<file path="src/rcds_pkg.sv">
// Package with constants and types for the reset cause and delay sequencer
`default_nettype none
package rcds_pkg;
	// Register map (byte addresses, one word each)
	localparam logic [3:0] ADDR_RESET_CAUSE = 4'h0;
	localparam logic [3:0] ADDR_OSC_STATUS  = 4'h4;
	// Field positions in reset_cause_control
	localparam int BIT_TRAP    = 15;
	localparam int BIT_BADOP   = 14;
	localparam int BIT_VREG    = 8;
	localparam int BIT_PIN     = 7;
	localparam int BIT_SOFT    = 6;
	localparam int BIT_WDTEN   = 5;
	localparam int BIT_TIMEOUT = 4;
	localparam int BIT_SLEEP   = 3;
	localparam int BIT_IDLE    = 2;
	localparam int BIT_BROWN   = 1;
	localparam int BIT_POWERON = 0;
	// Writable bits; 13..9 are unimplemented
	localparam logic [15:0] CAUSE_WMASK = 16'hC1FF;
	localparam logic [15:0] CAUSE_RESET = 16'h0003;
	// Clock rate and nominal delays
	localparam int CLK_HZ         = 40000000;
	localparam int T_POR_NS       = 10000;
	localparam int T_START_REG_NS = 20000;
	localparam int T_START_TIMER_MS = 64;
	localparam int T_RST_NS       = 20000;
	localparam int T_LOCK_NS      = 20000;
	localparam int T_MONITOR_NS   = 100000;
	localparam int OSC_SETTLE_CNT = 1024;
	localparam int CYC_POR        = (T_POR_NS * (CLK_HZ / 1000000) + 999) / 1000;
	localparam int CYC_START_REG  = (T_START_REG_NS * (CLK_HZ / 1000000) + 999) / 1000;
	localparam int CYC_START_TMR  = T_START_TIMER_MS * (CLK_HZ / 1000);
	localparam int CYC_RST        = (T_RST_NS * (CLK_HZ / 1000000) + 999) / 1000;
	localparam int CYC_LOCK       = (T_LOCK_NS * (CLK_HZ / 1000000) + 999) / 1000;
	localparam int CYC_MONITOR    = (T_MONITOR_NS * (CLK_HZ / 1000000) + 999) / 1000;
	// Oscillator selection codes
	localparam logic [2:0] OSC_FAST_RC = 3'h0;
	typedef enum logic [2:0] {
		ST_IDLE    = 3'b000,
		ST_POWERON = 3'b001,
		ST_START   = 3'b010,
		ST_INTRST  = 3'b011,
		ST_RUN     = 3'b100
	} rcds_state_t;
	// Which reset is being sequenced
	typedef enum logic [1:0] {
		RK_POWERON = 2'b00,
		RK_BROWN   = 2'b01,
		RK_OTHER   = 2'b10
	} rcds_kind_t;
endpackage
`default_nettype wire

</file>
<file path="src/rcds_sequencer.sv">
// Reset cause register, reset combiner and release delay sequencer
`default_nettype none
// Summary of operation
// RQ1: Trap conflict reset sets bit 15; only power-on or brown-out clears it.
// RQ2: Bad opcode, address mode or pointer reset sets bit 14; power-on or brown-out clear.
// RQ3: Bits 13 to 9 ignore writes and read zero.
// RQ4: Bit 8 keeps regulator active in sleep; zero lets it stand by.
// RQ5: Pin reset sets bit 7; only power-on clears it, brown-out keeps it.
// RQ6: Reset instruction sets bit 6; power-on or brown-out clears it.
// RQ7: Bit 5 enables watchdog unless config enable forces it on.
// RQ8: Watchdog time-out sets bit 4; power-save instruction, power-on, brown-out clear it.
// RQ9: Sleep sets bit 3, idle sets bit 2; power-on or brown-out clears them.
// RQ10: Brown-out or power-on sets bit 1; power-on sets bit 0; no hardware clear.
// RQ11: Software writes any flag freely; writing never causes a reset.
// RQ12: With switching, power-on and brown-out use config select; others use current select.
// RQ13: Without switching, clock source always comes from config select.
// RQ14: System reset held until power-on and power-up timer delays expire.
// RQ15: Power-on holds reset for power-on, start-up and internal reset times.
// RQ16: Start-up is 20 us with regulator, 64 ms without; brown-out skips power-on delay.
// RQ17: Start-up delay also applied on wake from sleep with regulator on.
// RQ18: Other resets hold system reset only for internal reset time.
// RQ19: Crystal sources after power-on or brown-out wait 1024 oscillator periods.
// RQ20: PLL sources add lock time, running in parallel with reset delays.
// RQ21: Code execution waits until a valid clock reaches the system.
// RQ22: Clock monitor starts 100 us after release; no clock means fast RC.
// RQ23: Any active reset source drives system reset active.
// RQ24: Power-on clears every flag except bits 1 and 0, which it sets.
// RQ25: Delays are counters on the free-running clock, counts from parameters.
module rcds_sequencer #(
	parameter int START_TIMER_CYCLES = rcds_pkg::CYC_START_TMR
) (
	// Clock and reset
	input  wire logic        clk,
	input  wire logic        srst,
	// Avalon-MM slave
	input  wire logic [3:0]  address,
	input  wire logic        read,
	input  wire logic        write,
	input  wire logic [31:0] writedata,
	input  wire logic [3:0]  byteenable,
	output logic      [31:0] readdata,
	output logic             waitrequest,
	// Reset sources and power-save events, one-cycle pulses from on-chip logic
	input  wire logic        powerOnEvent,
	input  wire logic        brownOutEvent,
	input  wire logic        softResetEvent,
	input  wire logic        watchdogEvent,
	input  wire logic        trapConflictEvent,
	input  wire logic        badOpcodeEvent,
	input  wire logic        sleepEnterEvent,
	input  wire logic        idleEnterEvent,
	input  wire logic        wakeFromSleep,
	// Master clear pin, asynchronous, active low
	input  wire logic        masterClearPin_n,
	// Configuration and clock logic
	input  wire logic        configWatchdogEnable,
	input  wire logic        clockSwitchEnable,
	input  wire logic        regulatorEnable,
	input  wire logic [2:0]  configOscSelect,
	input  wire logic [2:0]  currentOscSelect,
	input  wire logic        sourceIsCrystal,
	input  wire logic        sourceUsesPll,
	input  wire logic        oscPeriodTick,
	input  wire logic        clockValid,
	// Outputs to core and clock logic
	output logic             system_reset_n,
	output logic             cpuRun,
	output logic [2:0]       resetOscSelect,
	output logic             watchdogEnable,
	output logic             regulatorStandby,
	output logic             clockMonitorActive,
	output logic             switchToFastRc
);
	typedef struct packed {
		logic [15:0]            cause;
		rcds_pkg::rcds_state_t  state;
		rcds_pkg::rcds_kind_t   kind;
		logic [21:0]            delay;
		logic [9:0]             settleCount;
		logic                   settleDone;
		logic [9:0]             lockCount;
		logic                   lockDone;
		logic                   oscDone;
		logic [12:0]            monitorCount;
		logic                   monitorOn;
		logic                   fastRc;
		logic [2:0]             oscSel;
		logic                   pinSync1;
		logic                   pinSync2;
		logic                   pinPrev;
		logic                   ack;
		logic [31:0]            rdata;
		logic                   sleeping;
	} rcds_reg_t;

	rcds_reg_t cur;
	rcds_reg_t next_cur;

	// Start-up length depends on whether the regulator is on
	function automatic logic [21:0] startLen(input logic regOn);
		if (regOn) begin
			startLen = 22'(rcds_pkg::CYC_START_REG);
		end else begin
			startLen = 22'(START_TIMER_CYCLES);
		end
	endfunction

	// Read-only clock status word
	function automatic logic [31:0] oscWord(input rcds_reg_t s);
		oscWord = 32'h00000000;
		oscWord[2:0] = s.oscSel;
		oscWord[5] = s.oscDone;
		oscWord[6] = s.monitorOn;
		oscWord[7] = s.fastRc;
	endfunction

	logic pinEvent;
	logic anyReset;
	logic accessOk;

	// Flag on the assert edge; the reset itself lasts as long as the pin stays asserted
	assign pinEvent = ~cur.pinPrev & cur.pinSync2;
	assign anyReset = powerOnEvent | brownOutEvent | cur.pinSync2 | softResetEvent
		| watchdogEvent | trapConflictEvent | badOpcodeEvent; // RQ23

	always_comb begin
		next_cur = cur;
		accessOk = (read | write) & ~cur.ack;
		next_cur.ack = accessOk;
		// Pin passes two flops before the edge detector
		next_cur.pinSync1 = ~masterClearPin_n;
		next_cur.pinSync2 = cur.pinSync1;
		next_cur.pinPrev = cur.pinSync2;

		// Software write first so hardware events win in the same cycle
		// The write lands on the edge at which waitrequest is low, never on the waiting edge
		if (cur.ack & write & (address == rcds_pkg::ADDR_RESET_CAUSE)) begin
			if (byteenable[0]) begin
				next_cur.cause[7:0] = writedata[7:0]; // RQ11
			end
			if (byteenable[1]) begin
				next_cur.cause[15:8] = writedata[15:8] & rcds_pkg::CAUSE_WMASK[15:8]; // RQ3
			end
		end
		if (sleepEnterEvent | idleEnterEvent) begin
			next_cur.cause[rcds_pkg::BIT_TIMEOUT] = 1'b0; // RQ8
		end
		if (sleepEnterEvent) begin
			next_cur.cause[rcds_pkg::BIT_SLEEP] = 1'b1; // RQ9
			next_cur.sleeping = 1'b1;
		end
		if (idleEnterEvent) begin
			next_cur.cause[rcds_pkg::BIT_IDLE] = 1'b1; // RQ9
		end
		if (trapConflictEvent) begin
			next_cur.cause[rcds_pkg::BIT_TRAP] = 1'b1; // RQ1
		end
		if (badOpcodeEvent) begin
			next_cur.cause[rcds_pkg::BIT_BADOP] = 1'b1; // RQ2
		end
		if (pinEvent) begin
			next_cur.cause[rcds_pkg::BIT_PIN] = 1'b1; // RQ5
		end
		if (softResetEvent) begin
			next_cur.cause[rcds_pkg::BIT_SOFT] = 1'b1; // RQ6
		end
		if (watchdogEvent) begin
			next_cur.cause[rcds_pkg::BIT_TIMEOUT] = 1'b1; // RQ8
		end
		if (brownOutEvent & ~powerOnEvent) begin
			// Pin flag survives a brown-out
			next_cur.cause[rcds_pkg::BIT_TRAP] = trapConflictEvent; // RQ1
			next_cur.cause[rcds_pkg::BIT_BADOP] = badOpcodeEvent; // RQ2
			next_cur.cause[rcds_pkg::BIT_SOFT] = softResetEvent; // RQ6
			next_cur.cause[rcds_pkg::BIT_TIMEOUT] = watchdogEvent; // RQ8
			next_cur.cause[rcds_pkg::BIT_SLEEP] = 1'b0; // RQ9
			next_cur.cause[rcds_pkg::BIT_IDLE] = 1'b0; // RQ9
			next_cur.cause[rcds_pkg::BIT_BROWN] = 1'b1; // RQ10
		end
		if (powerOnEvent) begin
			next_cur.cause = rcds_pkg::CAUSE_RESET; // RQ24 RQ10
		end

		// Release sequencing
		if (anyReset) begin
			next_cur.monitorOn = 1'b0;
			next_cur.monitorCount = '0;
			next_cur.sleeping = 1'b0;
			if (powerOnEvent) begin
				next_cur.kind = rcds_pkg::RK_POWERON;
				next_cur.state = rcds_pkg::ST_POWERON;
				next_cur.delay = 22'(rcds_pkg::CYC_POR); // RQ15
			end else if (brownOutEvent) begin
				next_cur.kind = rcds_pkg::RK_BROWN;
				next_cur.state = rcds_pkg::ST_START;
				next_cur.delay = startLen(regulatorEnable); // RQ16
			end else begin
				next_cur.kind = rcds_pkg::RK_OTHER;
				next_cur.state = rcds_pkg::ST_INTRST;
				next_cur.delay = 22'(rcds_pkg::CYC_RST); // RQ18
			end
			// Clock choice latched at the reset
			if (clockSwitchEnable & ~(powerOnEvent | brownOutEvent)) begin
				next_cur.oscSel = currentOscSelect; // RQ12
			end else begin
				next_cur.oscSel = configOscSelect; // RQ12 RQ13
			end
			// Oscillator timers start now and run beside the reset delay
			next_cur.settleCount = '0;
			next_cur.lockCount = '0;
			next_cur.settleDone = ~(sourceIsCrystal & (powerOnEvent | brownOutEvent)); // RQ19
			next_cur.lockDone = ~(sourceUsesPll & (powerOnEvent | brownOutEvent)); // RQ20
			next_cur.oscDone = 1'b0;
			next_cur.fastRc = 1'b0;
		end else begin
			case (cur.state)
				rcds_pkg::ST_POWERON: begin
					if (cur.delay <= 22'h000001) begin
						next_cur.state = rcds_pkg::ST_START;
						next_cur.delay = startLen(regulatorEnable); // RQ15 RQ16
					end else begin
						next_cur.delay = cur.delay - 22'h000001; // RQ25
					end
				end
				rcds_pkg::ST_START: begin
					if (cur.delay <= 22'h000001) begin
						next_cur.state = rcds_pkg::ST_INTRST;
						next_cur.delay = 22'(rcds_pkg::CYC_RST); // RQ14
					end else begin
						next_cur.delay = cur.delay - 22'h000001; // RQ25
					end
				end
				rcds_pkg::ST_INTRST: begin
					if (cur.delay <= 22'h000001) begin
						next_cur.state = rcds_pkg::ST_IDLE;
					end else begin
						next_cur.delay = cur.delay - 22'h000001; // RQ25
					end
				end
				rcds_pkg::ST_IDLE: begin
					// Reset released; wait for a valid clock before running code
					if (cur.oscDone) begin
						next_cur.state = rcds_pkg::ST_RUN; // RQ21
					end
				end
				rcds_pkg::ST_RUN: begin
					if (wakeFromSleep & cur.sleeping & regulatorEnable) begin
						next_cur.state = rcds_pkg::ST_IDLE;
						next_cur.delay = startLen(1'b1); // RQ17
						next_cur.sleeping = 1'b0;
					end else if (wakeFromSleep) begin
						next_cur.sleeping = 1'b0;
					end
				end
				default: begin
					next_cur.state = rcds_pkg::ST_IDLE;
				end
			endcase
			// Wake start-up delay reuses the counter while the core waits
			if ((cur.state == rcds_pkg::ST_IDLE) && (cur.delay != '0)) begin
				next_cur.delay = cur.delay - 22'h000001; // RQ17
				next_cur.state = rcds_pkg::ST_IDLE;
			end
			if (~cur.settleDone & oscPeriodTick) begin
				next_cur.settleCount = cur.settleCount + 10'h001; // RQ19
				if (cur.settleCount == 10'(rcds_pkg::OSC_SETTLE_CNT - 1)) begin
					next_cur.settleDone = 1'b1; // RQ19
				end
			end
			if (~cur.lockDone) begin
				next_cur.lockCount = cur.lockCount + 10'h001; // RQ20
				if (cur.lockCount == 10'(rcds_pkg::CYC_LOCK - 1)) begin
					next_cur.lockDone = 1'b1; // RQ20
				end
			end
			next_cur.oscDone = cur.settleDone & cur.lockDone & (clockValid | cur.fastRc); // RQ21
			// Clock monitor for crystal or PLL sources after power-on or brown-out only
			if ((cur.state == rcds_pkg::ST_IDLE || cur.state == rcds_pkg::ST_RUN)
				&& (cur.kind != rcds_pkg::RK_OTHER) && (sourceIsCrystal | sourceUsesPll)
				&& ~cur.monitorOn) begin
				next_cur.monitorCount = cur.monitorCount + 13'h0001; // RQ22
				if (cur.monitorCount == 13'(rcds_pkg::CYC_MONITOR - 1)) begin
					next_cur.monitorOn = 1'b1; // RQ22
				end
			end
			if (cur.monitorOn & ~clockValid & ~cur.fastRc) begin
				next_cur.fastRc = 1'b1; // RQ22
				next_cur.oscSel = rcds_pkg::OSC_FAST_RC; // RQ22
			end
		end

		// Read data registered on the answer cycle
		next_cur.rdata = '0;
		if (accessOk & read) begin
			if (address == rcds_pkg::ADDR_RESET_CAUSE) begin
				next_cur.rdata = {16'h0000, cur.cause & rcds_pkg::CAUSE_WMASK}; // RQ3
			end else if (address == rcds_pkg::ADDR_OSC_STATUS) begin
				next_cur.rdata = oscWord(cur);
			end else begin
				next_cur.rdata = '0;
			end
		end
	end

	always_ff @(posedge clk) begin
		if (srst) begin
			cur <= '0;
			cur.cause <= rcds_pkg::CAUSE_RESET; // RQ10
			cur.state <= rcds_pkg::ST_POWERON;
			cur.kind <= rcds_pkg::RK_POWERON;
			cur.delay <= 22'(rcds_pkg::CYC_POR);
			// Reset stands for a power-on: clock choice and oscillator timers as after one
			cur.settleDone <= ~sourceIsCrystal; // RQ19
			cur.lockDone <= ~sourceUsesPll; // RQ20
			cur.oscSel <= configOscSelect; // RQ12
		end else begin
			cur <= next_cur;
		end
	end

	assign waitrequest = (read | write) & ~cur.ack;
	assign readdata = cur.rdata;
	// Reset held through every delay stage and during any source pulse
	assign system_reset_n = ~anyReset & ((cur.state == rcds_pkg::ST_IDLE) | (cur.state == rcds_pkg::ST_RUN)); // RQ14 RQ23
	// Core stops in the very cycle a source fires, not one edge later
	assign cpuRun = (cur.state == rcds_pkg::ST_RUN) & ~anyReset; // RQ21 RQ23
	assign resetOscSelect = cur.oscSel;
	assign watchdogEnable = configWatchdogEnable | cur.cause[rcds_pkg::BIT_WDTEN]; // RQ7
	assign regulatorStandby = cur.sleeping & ~cur.cause[rcds_pkg::BIT_VREG]; // RQ4
	assign clockMonitorActive = cur.monitorOn;
	assign switchToFastRc = cur.fastRc;
endmodule
`default_nettype wire

</file>
<file path="config.mk">
export PLATFORM = sky130hd
export DESIGN_NAME = rcds_sequencer
export DESIGN_NICKNAME = d
export VERILOG_FILES = /design/src/rcds_pkg.sv /design/src/rcds_sequencer.sv
export SDC_FILE = /design/constraint.sdc
export NUM_CORES = 1
export LEC_CHECK = 0
export BUFFER_PORTS_ARGS = -buffer_cell sky130_fd_sc_hd__buf_2
export CAP_MARGIN = 20
export CORE_UTILIZATION = 50
export CTS_CLUSTER_DIAMETER = 80
export CTS_CLUSTER_SIZE = 8
export DETAILED_ROUTE_END_ITERATION = 10
export PLACE_DENSITY = 0.86
export RECOVER_POWER = 25
export SYNTH_ARGS = -nofsm -noshare
export SYNTH_HDL_FRONTEND = slang
export SYNTH_SLANG_ARGS = --single-unit
</file>
<file path="constraint.sdc">
create_clock -name clk -period 5 [get_ports clk]
set_input_delay 0.5 -clock clk [delete_from_list [all_inputs] [get_ports clk]]
set_output_delay 0.5 -clock clk [all_outputs]
set_load 0.02 [all_outputs]
</file>
==> flow_summary_export.csv <==
group,metric,value,unit
clock_network,tritoncts,"done",
power_and_ir_drop,switching_power,0.000359,W
die,pin_count,109,
cells_and_area,diodes,0,
timing,fmax,343,MHz
placed_design,gp_congestion,0.890,
timing,slew_violations,0,
placed_design,port_buffers,64,
clock_network,cts_setup_buffers,0,
die,fp.dieW,99.2,um
detailed_routing,drt_iter0_drc,209,
detailed_routing,wirelength,10100,um
power_and_ir_drop,clock_power_share,34.6,%
cells_and_area,final_layout_size_suffix_gt1_share,13.7,%
timing,fin_skew,0.0101,ns
placed_design,post-dp-hpwl,7400,um
die,die_h,99.2,um
detailed_routing,antenna_left,0,
clock_network,cts.sink_count,95,
cells_and_area,mostFrequentLayoutCell,"nor2_1",
logic_synthesis,synth-seq-cells,95,
power_and_ir_drop,switching_share,26.4,%
clock_network,clock_path_buffers,2,
timing,fin_crit,2.91,ns
clock_network,cts_resized,0,
clock_network,cts_buffers,9,
logic_synthesis,synth_top_area_cell,"dfxtp_1",
setup_path,worstPathArrival,3.13,ns
timing,rsz0062_at_grt,"false",
logic_synthesis,seq_area_frac_synth,41.1,%
logic_synthesis,synth_cell_types,57,
cells_and_area,finalCoreUtilization,55.4,%
die,die_area,0.00984,mm2
global_routing,antenna_found_initial,0,
timing,worst_slew_pin_slew,1.03,ns
cells_and_area,area_growth,7.81,%
cells_and_area,mostFrequentLayoutCells,"nor2_1, dfxtp_1, buf_2, nand2_1, a21oi_1",
global_routing,track_usage,21.4,%
logic_synthesis,ys_top_cells_by_area,"dfxtp_1, nor2_1, buf_4",
min_path,hold_class,"in2reg",
power_and_ir_drop,p_leak,1.90,nW
setup_path,startpoint_type,"flop",
detailed_routing,dr.pass1.iters,5,
setup_path,critPathRequiredTime,5.22,ns
power_and_ir_drop,power_density,267,mW/mm2
global_routing,grt_pass1_wl,17000,um
logic_synthesis,synth_area,0.00472,mm2
logic_synthesis,syn_inst,555,
global_routing,overflow,0,
logic_synthesis,synth_top_area_share,38.6,%
logic_synthesis,synthFlopType,"dfxtp_1",
timing,final.setup.tns,0,ns
timing,finalSetupViolCount,0,
die,floorplan.initialDensity,51.4,%
cells_and_area,stdcell_area,0.00509,mm2
setup_path,cp-end-kind,"flop",
detailed_routing,wl_met1,4320,um
clock_network,path_clk_slew,0.09,ns
timing,period_share,58.3,%
placed_design,dpl-instance-area,0.00494,mm2
global_routing,grt_pass1_vias,3820,
detailed_routing,vias,3993,
die,core_area,0.00920,mm2
detailed_routing,top_layer,"met4",
clock_network,htree_levels,3,
min_path,hold_start,"masterClearPin_n",
detailed_routing,wl_met3,607,um
setup_path,r2r_start,"cur[88]$_SDFFE_PP0P_",
clock_network,clock_latency,0.37,ns
power_and_ir_drop,p_int,0.00100,W
logic_synthesis,yosysWarnings,0,
global_routing,grt_max_degree,39,
setup_path,cp_max_fo,24,
run,cap_violations,0,
detailed_routing,wl_met2,4890,um
detailed_routing,drc,0,
logic_synthesis,avgSynthCellArea,8.51,um2
detailed_routing,viasPerCell,5.58,
power_and_ir_drop,vdd_drop_max,149,uV
logic_synthesis,synth_edf_count,4,
cells_and_area,nNetsFinal,672,
die,placementRows,35,
timing,hold_violations,0,
setup_path,crit_start,"cur[88]$_SDFFE_PP0P_",
timing,slew_headroom,30.6,%
logic_synthesis,synthArstFlopShare,0,%
power_and_ir_drop,seqPwrFrac,57.7,%
timing,fin_hold_ws,0.284,ns
clock_network,root_buffer,"clkbuf_8",
setup_path,critPathKind,"reg2reg",
clock_network,hold_buffers,0,
detailed_routing,wl_per_cell,14.1,um
power_and_ir_drop,pwr-share-comb,7.7,%
outcome,outcome,"finished clean",
[final cells by class]
type / count / area (um2)
Clock buffer: 10 / 128
Clock inverter: 6 / 50.0
Fill cell: 772 / 4100
Inverter: 14 / 52.6
Multi-Input combinational cell: 413 / 2460
Sequential cell: 95 / 1940
Tap cell: 111 / 139
Timing Repair Buffer: 67 / 320
[worst max-delay path: stages (launching register included)]
cell      delay (ns)
dfxtp_1         0.36
or4_4           0.59
nor4_4          0.42
nand4_1         0.28
a31oi_4         0.65
nor2_1          0.11
a221oi_1        0.26
nor2_1          0.08
[power groups by stage]
stage                     clock, W  sequential, W  combinational (W)
after floorplan                  0       0.000796          0.0000869
after detailed placement         0       0.000801           0.000103
after CTS                 0.000476       0.000784           0.000104
final                     0.000471       0.000784           0.000104
after global routing      0.000510       0.000786           0.000114
after global placement           0       0.000801           0.000100
[synth_stat cells, types with 3 or more instances]
cell type  instances
xnor2_1           22
or2_2              6
o31ai_1            4
and2_1             6
dfxtp_1           91
nand2b_1          11
or3_1              8
a31oi_1            4
nand2_1           41
o31a_1             3
a21oi_1           31
clkbuf_1          14
edfxtp_1           4
a22oi_1            6
nor2b_1            7
nor4_1             6
inv_1             14
ha_1               5
mux2i_1           11
o21ai_0           17
and3_1             6
and4_1             4
buf_4             36
nand3_1           12
a221oi_1           3
nand4_1           13
nor3_1            18
nor2_1            93
xor2_1            18
or4_4              3
mux2_2             5
[sequential cells by signal, indices dropped and copies added, names as in the netlist]
| name | count |
|---|---|
| cur | 79 |
| resetOscSelect | 3 |
| clockMonitorActive | 1 |
| switchToFastRc | 1 |
| readdata | 11 |
[cell families after synthesis]
logic type	synth area share [%]
AO/OA/AOI/OAI	12.5
AND/OR/NAND/NOR	25.7
flip-flops	41.1
XOR/XNOR	7.42
multiplexers	3.52
adder cells (fa/ha/maj)	1.32
buffers and inverters	8.37
other	0.0794
[layer usage]
layer	GRT usage [%]	vias to the layer above
li1	-	1964
met1	25.0	1855
met2	36.5	149
met3	3.51	25
met4	13.5	0
met5	0	-
[worst paths after layout]
kind	depth (start not counted)	slack, ns	end
setup / recovery	7	2.09	cur[96]$_SDFFE_PP0P_
hold / removal	2	0.28	cur[36]$_SDFF_PP0_
setup reg to reg	7	2.09	cur[96]$_SDFFE_PP0P_
hold reg to reg	1	0.45	cur[35]$_SDFF_PP0_
[metrics by stage]
step | setup slack, ns | power (W) | instances
after floorplan | 2.61 | 0.000883 | 575
after global placement | 2.27 | 0.000901 | 700
after detailed placement | 2.22 | 0.000905 | 700
after CTS | 2.15 | 0.00136 | 716
after global routing | 1.85 | 0.00141 | 716
final | 2.09 | 0.00136 | 716
No activity file was read; power rests on OpenSTA's default activity.
